[config.mk]
export PLATFORM = sky130hd
export DESIGN_NAME = scc_top
export DESIGN_NICKNAME = d
export VERILOG_FILES = /design/src/core/scc_pkg.sv /design/src/core/scc_serial_port.sv /design/src/core/scc_top.sv
export SDC_FILE = /design/constraint.sdc
export NUM_CORES = 1
export LEC_CHECK = 0
export BUFFER_PORTS_ARGS = -buffer_cell sky130_fd_sc_hd__buf_2
export CAP_MARGIN = 20
export CORE_ASPECT_RATIO = 1.4
export CORE_MARGIN = 1.5
export CORE_UTILIZATION = 50
export CTS_CLUSTER_DIAMETER = 100
export DETAILED_ROUTE_END_ITERATION = 10
export HOLD_SLACK_MARGIN = 0.1
export PLACE_DENSITY_LB_ADDON = 0.25
export SLEW_MARGIN = 20
export SYNTH_ARGS = -nofsm -noshare
export SYNTH_HDL_FRONTEND = slang
export SYNTH_SLANG_ARGS = --single-unit
[constraint.sdc]
create_clock -name clk -period 1.9 [get_ports clk]
set_clock_uncertainty 0.1 [all_clocks]
set_input_delay 0.095 -clock clk [delete_from_list [all_inputs] [get_ports clk]]
set_output_delay 0.095 -clock clk [all_outputs]
set_load 0.02 [all_outputs]
[src/core/scc_pkg.sv]
// Constants shared by the switch channel configuration control block.
// Assumes one 100 MHz clock and a serial host framing 8-bit words.
package scc_pkg;

  localparam int unsigned CHANNELS   = 6;
  localparam int unsigned FRAME_BITS = 8;

  // Frame field positions.
  localparam int unsigned POS_WRITE = 7;
  localparam int unsigned POS_BANK  = 6;
  localparam int unsigned POS_ADDR  = 4;

  // Register addresses inside bank one.
  localparam logic [1:0] ADDR_LOAD_TYPE = 2'h0;
  localparam logic [1:0] ADDR_HW_CONFIG = 2'h2;

  // Hardware configuration register bit positions.
  localparam int unsigned HW_CONTROL = 0;
  localparam int unsigned HW_RST     = 1;
  localparam int unsigned HW_STANDBY = 1;
  localparam int unsigned HW_LATCH   = 2;
  localparam int unsigned HW_CRANK   = 3;

  // Load type register: LED select bits and the input gating mode bit.
  localparam int unsigned LED_CHANNELS = 3;
  localparam int unsigned LT_GATE      = 3;
  localparam int unsigned CRANK_CH     = 5;

  // Reset values.
  localparam logic [5:0] OUT_RESET     = 6'h00;
  localparam logic [2:0] LED_RESET     = 3'h0;
  localparam logic       GATE_RESET    = 1'b0;
  localparam logic       CONTROL_RESET = 1'b0;
  localparam logic       LATCH_RESET   = 1'b1;

endpackage

[src/core/scc_serial_port.sv]
// Serial slave that shifts 8-bit frames in and out, MSB first.
// Assumes its pin inputs are already synchronised to clk.
module scc_serial_port
  import scc_pkg::*;
(
  // Clock and reset
  input  wire logic                  clk,
  input  wire logic                  sys_rst,
  // Synchronised serial pins
  input  wire logic                  sclk_s,
  input  wire logic                  cs_n_s,
  input  wire logic                  mosi_s,
  output logic                       miso,
  output logic                       miso_oe,
  // Frame data
  input  wire logic [FRAME_BITS-1:0] tx_word,
  output logic [FRAME_BITS-1:0]      rx_word,
  output logic                       frame_done
);

  logic                  sclk_d;
  logic                  cs_n_d;
  logic [FRAME_BITS-1:0] shift_in;
  logic [FRAME_BITS-1:0] shift_out;
  logic [3:0]            bit_count;

  // Edge history of the synchronised pins.
  always_ff @(posedge clk)
  begin
    if (sys_rst)
    begin
      sclk_d <= 1'b0;
      cs_n_d <= 1'b1;
    end
    else
    begin
      sclk_d <= sclk_s;
      cs_n_d <= cs_n_s;
    end
  end

  // Receive shifting on rising clock edges.
  always_ff @(posedge clk)
  begin
    if (sys_rst)
    begin
      shift_in  <= '0;
      bit_count <= 4'h0;
    end
    else if (cs_n_s)
      bit_count <= 4'h0;
    else if (sclk_s && !sclk_d)
    begin
      shift_in  <= {shift_in[FRAME_BITS-2:0], mosi_s};
      bit_count <= bit_count + 4'h1;
    end
  end

  // Transmit shifting on falling clock edges, loaded at frame start.
  always_ff @(posedge clk)
  begin
    if (sys_rst)
      shift_out <= '0;
    else if (cs_n_d && !cs_n_s)
      shift_out <= tx_word;
    else if (!cs_n_s && !sclk_s && sclk_d)
      shift_out <= {shift_out[FRAME_BITS-2:0], 1'b0};
  end

  // A frame counts only when the 4-bit bit count, which wraps at 16, reads eight.
  always_ff @(posedge clk)
  begin
    if (sys_rst)
    begin
      rx_word    <= '0;
      frame_done <= 1'b0;
    end
    else
    begin
      frame_done <= 1'b0;
      if (!cs_n_d && cs_n_s && bit_count == 4'(FRAME_BITS))
      begin
        rx_word    <= shift_in;
        frame_done <= 1'b1;
      end
    end
  end

  assign miso    = shift_out[FRAME_BITS-1];
  assign miso_oe = !cs_n_s;

endmodule

[src/core/scc_top.sv]
// Register bank and input switch matrix of a six-channel high-side switch.
// Assumes a serial host, channel pins and limp home pin from outside clk.
// How it works
// Writing 1 to the reset bit of the configuration register runs a reset.
// Reading bit 1 of the configuration register gives the stand-by flag.
// Bit 2 of the configuration register selects latch mode for channel 5.
// Reading bit 3 gives channel 5 state, and writes put 0 there.
// Six channels each switch on from their pin or their command bit.
// Only channels 0 to 2 have a bulb or LED load type setting.
// The host changes a load type only while that channel is off.
// With gating mode 0 a channel is on when its bit OR its pin is high.
// With gating mode 1 a channel is on when its bit AND its pin are high.
// The reset command returns every register to its default.
// Only power-on reset clears the channel outputs directly; a register reset clears out_cmd, which they follow.
// In latch mode channel 5 stays on once commanded until latch is off or limp home starts.
// In limp home writes are ignored, reads work, pins drive channels.
module scc_top
  import scc_pkg::*;
(
  // Clock and reset
  input  wire logic                clk,
  input  wire logic                sys_rst,
  // Serial host pins
  input  wire logic                sclk,
  input  wire logic                cs_n,
  input  wire logic                mosi,
  output logic                     miso,
  output logic                     miso_oe,
  // Channel pins
  input  wire logic [CHANNELS-1:0] channel_input_pin,
  input  wire logic                limp_home_input,
  output logic [CHANNELS-1:0]      channel_output,
  output logic [LED_CHANNELS-1:0]  led_load_select
);

  logic [CHANNELS-1:0]   pin_m;
  logic [CHANNELS-1:0]   pin_s;
  logic [2:0]            ser_m;
  logic [2:0]            ser_s;
  logic                  limp_m;
  logic                  limp_s;
  logic [FRAME_BITS-1:0] rx_word;
  logic                  frame_done;
  logic [FRAME_BITS-1:0] tx_word;
  logic [CHANNELS-1:0]   out_cmd;
  logic                  input_gate_mode;
  logic                  control_bit_zero;
  logic                  crank_latch_enable;
  logic                  crank_latched;
  logic                  standby_flag;
  logic                  soft_reset;
  logic                  bank_rst;
  logic                  wr_ok;
  logic                  bank_select_bit;
  logic [1:0]            addr;
  logic                  rd_bank;
  logic [1:0]            rd_addr;
  logic [CHANNELS-1:0]   next_output;
  logic [CHANNELS-1:0]   command;

  // Two-stage synchronisers for every pin input.
  always_ff @(posedge clk)
  begin
    if (sys_rst)
    begin
      pin_m  <= '0;
      pin_s  <= '0;
      ser_m  <= 3'h2;
      ser_s  <= 3'h2;
      limp_m <= 1'b0;
      limp_s <= 1'b0;
    end
    else
    begin
      pin_m  <= channel_input_pin;
      pin_s  <= pin_m;
      ser_m  <= {sclk, cs_n, mosi};
      ser_s  <= ser_m;
      limp_m <= limp_home_input;
      limp_s <= limp_m;
    end
  end

  scc_serial_port u_port
  (
    .clk        (clk),
    .sys_rst    (sys_rst),
    .sclk_s     (ser_s[2]),
    .cs_n_s     (ser_s[1]),
    .mosi_s     (ser_s[0]),
    .miso       (miso),
    .miso_oe    (miso_oe),
    .tx_word    (tx_word),
    .rx_word    (rx_word),
    .frame_done (frame_done)
  );

  assign bank_select_bit = rx_word[POS_BANK];
  assign addr            = rx_word[POS_ADDR+1:POS_ADDR];
  assign wr_ok           = frame_done && rx_word[POS_WRITE] && !limp_s;
  assign soft_reset      = wr_ok && bank_select_bit
                           && addr == ADDR_HW_CONFIG
                           && rx_word[HW_RST];
  assign bank_rst        = sys_rst || soft_reset || limp_s;

  // Output command register, bank zero.
  always_ff @(posedge clk)
  begin
    if (bank_rst)
      out_cmd <= OUT_RESET;
    else if (wr_ok && !bank_select_bit)
      out_cmd <= rx_word[CHANNELS-1:0];
  end

  // Load type register; the host only changes it on an idle channel.
  always_ff @(posedge clk)
  begin
    if (bank_rst)
    begin
      led_load_select <= LED_RESET;
      input_gate_mode <= GATE_RESET;
    end
    else if (wr_ok && bank_select_bit && addr == ADDR_LOAD_TYPE)
    begin
      led_load_select <= rx_word[LED_CHANNELS-1:0];
      input_gate_mode <= rx_word[LT_GATE];
    end
  end

  // Hardware configuration register.
  always_ff @(posedge clk)
  begin
    if (bank_rst)
    begin
      control_bit_zero   <= CONTROL_RESET;
      crank_latch_enable <= LATCH_RESET;
    end
    else if (wr_ok && bank_select_bit && addr == ADDR_HW_CONFIG)
    begin
      control_bit_zero   <= rx_word[HW_CONTROL];
      crank_latch_enable <= rx_word[HW_LATCH];
    end
  end

  // Read selection, defaulting to the output command register.
  always_ff @(posedge clk)
  begin
    if (sys_rst || soft_reset)
    begin
      rd_bank <= 1'b0;
      rd_addr <= 2'h0;
    end
    else if (frame_done && !rx_word[POS_WRITE])
    begin
      rd_bank <= bank_select_bit;
      rd_addr <= addr;
    end
  end

  always_comb
  begin
    tx_word = '0;
    if (!rd_bank)
      tx_word[CHANNELS-1:0] = out_cmd;
    else
    begin
      tx_word[POS_BANK]               = 1'b1;
      tx_word[POS_ADDR+1:POS_ADDR]    = rd_addr;
      if (rd_addr == ADDR_HW_CONFIG)
      begin
        tx_word[HW_CONTROL] = control_bit_zero;
        tx_word[HW_STANDBY] = standby_flag;
        tx_word[HW_LATCH]   = crank_latch_enable;
        tx_word[HW_CRANK]   = channel_output[CRANK_CH];
      end
      else if (rd_addr == ADDR_LOAD_TYPE)
      begin
        tx_word[LED_CHANNELS-1:0] = led_load_select;
        tx_word[LT_GATE]          = input_gate_mode;
      end
    end
  end

  // Input switch matrix, one cell per channel.
  genvar ch;
  generate
    for (ch = 0; ch < CHANNELS; ch++)
    begin : g_matrix
      always_comb
      begin
        if (limp_s)
          command[ch] = pin_s[ch];
        else if (input_gate_mode)
          command[ch] = out_cmd[ch] && pin_s[ch];
        else
          command[ch] = out_cmd[ch] || pin_s[ch];
        next_output[ch] = command[ch];
        if (ch == CRANK_CH && !limp_s)
          next_output[ch] = command[ch] || crank_latched;
      end
    end
  endgenerate

  // Channel 5 cranking latch; cleared by power-on reset, limp home or latch mode off.
  always_ff @(posedge clk)
  begin
    if (sys_rst || limp_s)
      crank_latched <= 1'b0;
    else if (crank_latch_enable && command[CRANK_CH])
      crank_latched <= 1'b1;
    else if (!crank_latch_enable)
      crank_latched <= 1'b0;
  end

  // Channel outputs cleared directly by power-on reset only; register resets reach them through out_cmd.
  always_ff @(posedge clk)
  begin
    if (sys_rst)
      channel_output <= '0;
    else
      channel_output <= next_output;
  end

  always_ff @(posedge clk)
  begin
    if (sys_rst)
      standby_flag <= 1'b0;
    else
      standby_flag <= !limp_s && channel_output == '0;
  end

endmodule
* Word level (Yosys, flattened, before mapping)
Cells that the tools add are included.
** Word-level totals
- Bits in registers :: 74
- Latch bits :: 0
- Memory bits (writable) :: 0
- Bits in read-only memories :: 0
- Bits of input ports :: 12
- Output and inout port bits :: 11
- Memories :: 0
** Cells by class
- Add/sub/neg operators :: 1
- $mul :: 0
- Div/mod/pow operators :: 0
- Magnitude comparators :: 0
- Equality and inequality tests :: 4
- Shifts and indexed selects :: 0
- Mux-type cells :: 22
- Bitwise logic cells :: 1
- Reductions and logical operators :: 46
** Operators by type and width (number)
- 1-bit logical AND :: 22
- 1-bit 2-to-1 mux :: 17
- 7-bit 2-to-1 mux :: 2
- 1-bit logical OR :: 10
- 4-bit 2-to-1 mux :: 2
- 1-bit logical NOT :: 7
- 6-bit logical NOT :: 1
- 6-bit 2-to-1 mux :: 1
- 4-bit by 1-bit adder with 4-bit output (second input constant) :: 1
- 2-bit equality test (second input constant) :: 2
- 4-bit equality test (second input constant) :: 1
- 2-bit logical NOT :: 2
- 2-bit OR reduction :: 2
- 2-bit by 1-bit inequality test with 1-bit output (second input constant) :: 1
- 2-bit AND reduction :: 1
- 2-bit nonzero test :: 1
- 1-bit inverter :: 1

* Longest topological paths before layout
- Word-level depth :: 7
- Depth in mapped cells :: 7
- Depth with buffers taken out :: 6

* Hierarchy
A second synthesis with hierarchy kept.
** Unflattened totals
- Cells, all modules :: 302
- Area, all modules :: 2942.8 um^2
** Modules (own cells, without submodules)
- scc_top :: times used 1, cells each 171, area each 1631.6 um^2
- scc_serial_port :: times used 1, cells each 131, area each 1311.3 um^2

* Worst setup path before layout
OpenSTA, ideal clock, no wires.
- Path kind :: register -> register
- Start :: register u_port.cs_n_d
- End :: register u_port.shift_out[6]
- Library setup time :: 128 ps
- Arrival :: 1248 ps
- Path slack :: 425 ps
- Cell stages (with the launch flop) :: 6
- Buffers on the path :: 1
- Clock period less this slack :: 1475 ps
- Cells stage by stage :: dfxtp_1 buf_2 nor2b_1 mux2_2 mux2i_1 nor2_1
** Between the ends
- Cells in the longest elaborated chain, start to end :: 2
** RTL lines
- start: declaration :: RTL line scc_serial_port.sv:22 : logic cs_n_d;
- start signal: assignment :: RTL line scc_serial_port.sv:38 : cs_n_d <= cs_n_s;
- 1-bit logical AND (*) :: RTL line scc_serial_port.sv:64 : else if (cs_n_d && !cs_n_s)
- 7-bit 2-to-1 mux / 2-bit nonzero test (equally long branches)
- end signal: assignment :: RTL line scc_serial_port.sv:65 : shift_out <= tx_word;
- end signal: assignment :: RTL line scc_serial_port.sv:67 : shift_out <= {shift_out[FRAME_BITS-2:0], 1'b0};
- end: declaration :: RTL line scc_serial_port.sv:24 : logic [FRAME_BITS-1:0] shift_out;
Mark *: on every way between the ends. The rest lies on a longest branch, timed or not.
A chain may end at the register's enable or synchronous reset.

* Final worst setup path
- Start :: register u_port.rx_word[6]
- End :: register out_cmd[2]
** Between the ends
- Cells in the longest elaborated chain, start to end :: 5
** RTL lines
- start: declaration :: RTL line scc_serial_port.sv:17 : output logic [FRAME_BITS-1:0] rx_word,
- start signal: assignment :: RTL line scc_serial_port.sv:83 : rx_word <= shift_in;
- 1-bit logical AND :: RTL line scc_top.sv:101 : assign soft_reset = wr_ok && bank_select_bit
- 1-bit logical AND :: RTL line scc_top.sv:102 : && addr == ADDR_HW_CONFIG
- 1-bit logical AND :: RTL line scc_top.sv:103 : && rx_word[HW_RST];
- 1-bit logical OR (2 in a row) :: RTL line scc_top.sv:104 : assign bank_rst = sys_rst || soft_reset || limp_s;
- end signal: assignment :: RTL line scc_top.sv:112 : out_cmd <= rx_word[CHANNELS-1:0];
- end: declaration :: RTL line scc_top.sv:45 : logic [CHANNELS-1:0] out_cmd;
Parallel ways exist; a longest one is shown, timed or not.

==> impl_metrics.tcl <==
set metrics [dict create \
    number_of_standard_cells_in_the_layout_taps_in_and_fillers_out 393 \
    final_common_cell "sky130_fd_sc_hd__dfxtp_1" \
    grt_antenna_before_repair 0 \
    clock_latency_ns 0.34 \
    nFillCells 452 \
    die_area_um2 5955 \
    drv.max_cap_violation_count 0 \
    hold_path_class "reg -> reg" \
    dieHeight_um 90.71 \
    cp.arrival_ns 1.75 \
    final-max-slew-violation-count 0 \
    syn_nets 298 \
    netlist.top_cell.by_area "sky130_fd_sc_hd__dfxtp_1" \
    clk_path_buf_depth 2 \
    globalplace.congestion 0.7775 \
    switching_power_mw 0.6376 \
    grt_pass1_wl_um 8749 \
    finish.utilization 0.6201 \
    postSynthAreaPerCell_um2 9.675 \
    global_route.usage.total 0.1941 \
    drt_iter0_drc 61 \
    tritoncts_clock_tree "built" \
    number_of_unique_standard_cell_types_used_by_synthesis 38 \
    totalWireLength_um 5318 \
    max_slew_margin_vs_limit 0.6604 \
    share_of_cells_above_drive_strength_1 0.1529 \
    cts-root-buf "sky130_fd_sc_hd__clkbuf_8" \
    worst-setup-path-type "reg -> reg" \
    cts-resized-gates 0 \
    drt-pass1-iter-count 4 \
    number_of_antenna_diodes 0 \
    power.sequential.fraction 0.549 \
    vdd_drop_max_uv 569.0 \
    tritoncts_buffer_count 9 \
    grt_pass1_vias 1921 \
    area_growth_pct 18.17 \
    rsz_0062_raised_after_global_routing "false" \
    yosys.area.top_type_share 0.5392 \
    asyncSetResetFlopFracSynth 0 \
    p_int_mw 2.271 \
    final.hold.worst_slack_ns 0.3165 \
    cts.hold.buffers_added 11 \
    floorplan.die.width_um 65.65 \
    design.core.area_um2 5236 \
    yosysWarnings 0 \
    proportion_of_power_drawn_by_the_clock_network 0.410 \
    critPathRequiredTime_ns 2.03 \
    placed_cells_incl_taps 367 \
    switching_power_share_of_the_total 0.2192 \
    final_worst_path_cycle_share 0.8518 \
    timing.critical_path.fanout_max 12 \
    initial_standard_cell_utilization_of_the_core 0.5247 \
    synthTopCellsByArea "sky130_fd_sc_hd__dfxtp_1 (54%), sky130_fd_sc_hd__mux2i_1 (9.1%), sky130_fd_sc_hd__nor2_1 (5.3%)" \
    largest_net_degree_at_the_start_of_global_routing 48 \
    finalSetupViolations 0 \
    start_kind "flop" \
    mostFrequentLayoutCells "sky130_fd_sc_hd__dfxtp_1 (74), sky130_fd_sc_hd__nor2_1 (39), sky130_fd_sc_hd__mux2i_1 (25)" \
    clock.fmax_mhz 617.9 \
    flip_flop_and_latch_count_after_synthesis 74 \
    core.rowCount 31 \
    finalNetCount 337 \
    global_route.overflow_total 0 \
    synth_edf_count 0 \
    clock-sinks 74 \
    synth-seq-area-share 0.5392 \
    fin_crit_ns 1.618 \
    place_hpwl_um 3607 \
    design.portCount 23 \
    setup-tns-final_ns 0 \
    io_buffers 22 \
    synth_flop_cell "sky130_fd_sc_hd__dfxtp_1" \
    ctsHtreeMaxLevel 3 \
    final_hold_viol_count 0 \
    tightest_slew_ns 0.5055 \
    vias_per_inst 5.176 \
    wire_per_inst_um 13.53 \
    critical_path.endpoint_type "flop" \
    synth_cells 284 \
    cellPowerDensity_nw_per_um2 895.8 \
    power_frac_comb 0.042 \
    run_status "complete, no violations" \
    path_clk_slew_ns 0.08 \
    netlist_area_before_placement_um2 2748 \
    p_leak_nw 1.276 \
    detail-route-antenna-nets 0 \
    drc 0 \
    num_vias 2034 \
    post-cts-setup-buffer-count 0 \
]
[area by class of cell]
class                      count  area [µm²]  area share
multi-input combinational    189        1187      0.3657
tap                           66       82.58     0.02543
clock buffer                  10       137.6     0.04239
timing repair buffer          39       265.3     0.08170
clock inverter                 5       55.05     0.01696
inverter                      10       37.54     0.01156
sequential                    74        1481      0.4563
[sequential cells by signal, summed over array words and instances, names as in the netlist, 2 cells and up]
name	count
out_cmd	6
ser_s	3
u_port.shift_in	8
u_port.bit_count	4
pin_m	6
channel_output	6
u_port.rx_word	8
pin_s	6
ser_m	3
led_load_select	3
u_port.shift_out	8
rd_addr	2
[cell families (layout without fill, tap and decap cells)]
kind of cell    count (synthesis)  after routing  synth area share
compound gates                 57             57            0.1271
xor+xnor                        3              3          0.009565
fa+ha+maj                       2              2          0.009106
buf+inv                        21             64           0.03097
flops                          74             74            0.5392
mux                            26             26           0.09517
simple gates                  101            101            0.1890
[power by group through the flow]
stage          sequential [mW]  combinational, mW  clock, mW
2_1_floorplan             1.63             0.0671          0
3_3_place_gp              1.63              0.103          0
3_5_place_dp              1.63              0.104          0
4_1_cts                   1.60              0.122       1.21
5_1_grt                   1.60              0.135       1.28
6_report                  1.60              0.121       1.19
[stage by stage]
step           setup WS [ns]  cell area [µm²]  total power [mW]
2_1_floorplan         0.4248             2748             1.699
3_3_place_gp          0.3637             2944             1.735
3_5_place_dp          0.3183             2944             1.736
4_1_cts               0.2827             3247             2.928
5_1_grt               0.1624             3247             3.010
6_report              0.2816             3247             2.909
[Yosys cell counts, types with 2 or more instances]
cell	instances
sky130_fd_sc_hd__o21ai_0	14
sky130_fd_sc_hd__ha_1	2
sky130_fd_sc_hd__or2_2	2
sky130_fd_sc_hd__nand2b_1	4
sky130_fd_sc_hd__buf_2	2
sky130_fd_sc_hd__a22oi_1	4
sky130_fd_sc_hd__mux2i_1	25
sky130_fd_sc_hd__nor3_1	3
sky130_fd_sc_hd__a21o_1	4
sky130_fd_sc_hd__inv_1	10
sky130_fd_sc_hd__nand2_1	18
sky130_fd_sc_hd__and2_1	3
sky130_fd_sc_hd__nor4_1	2
sky130_fd_sc_hd__o221ai_1	3
sky130_fd_sc_hd__a21oi_1	21
sky130_fd_sc_hd__xor2_1	2
sky130_fd_sc_hd__dfxtp_1	74
sky130_fd_sc_hd__nor2b_1	23
sky130_fd_sc_hd__o21a_1	2
sky130_fd_sc_hd__a22o_1	3
sky130_fd_sc_hd__nor2_1	39
sky130_fd_sc_hd__clkbuf_1	8
[path summary, 6_finish.rpt]
path | slack [ns] | from | depth (start not counted) | endpoint
worst max-delay path | 0.28 | u_port.rx_word[6]$_SDFFE_PP0P_ | 4 | out_cmd[2]$_SDFFE_PP0P_
worst min-delay path | 0.32 | channel_output[4]$_SDFF_PP0_ | 1 | standby_flag$_SDFF_PP0_
worst max register to register | 0.28 | u_port.rx_word[6]$_SDFFE_PP0P_ | 4 | out_cmd[2]$_SDFFE_PP0P_
worst min register to register | 0.32 | channel_output[4]$_SDFF_PP0_ | 1 | standby_flag$_SDFF_PP0_
[routing by layer]
layer,global-route usage,vias to the layer above,part of all wire
li1,-,1048,-
met1,0.2190,948,0.44
met2,0.3241,30,0.50
met3,0.04239,8,0.024
met4,0.1181,0,0.029
met5,0,-,0
[critical path, cell delays in order, from the launching register on]
cell	delay (ns)
sky130_fd_sc_hd__dfxtp_1	0.54
sky130_fd_sc_hd__nand2_1	0.09
sky130_fd_sc_hd__nor3_1	0.41
sky130_fd_sc_hd__a21o_1	0.30
sky130_fd_sc_hd__a21oi_1	0.07
Note: power is estimated with default switching activity, not from simulation.
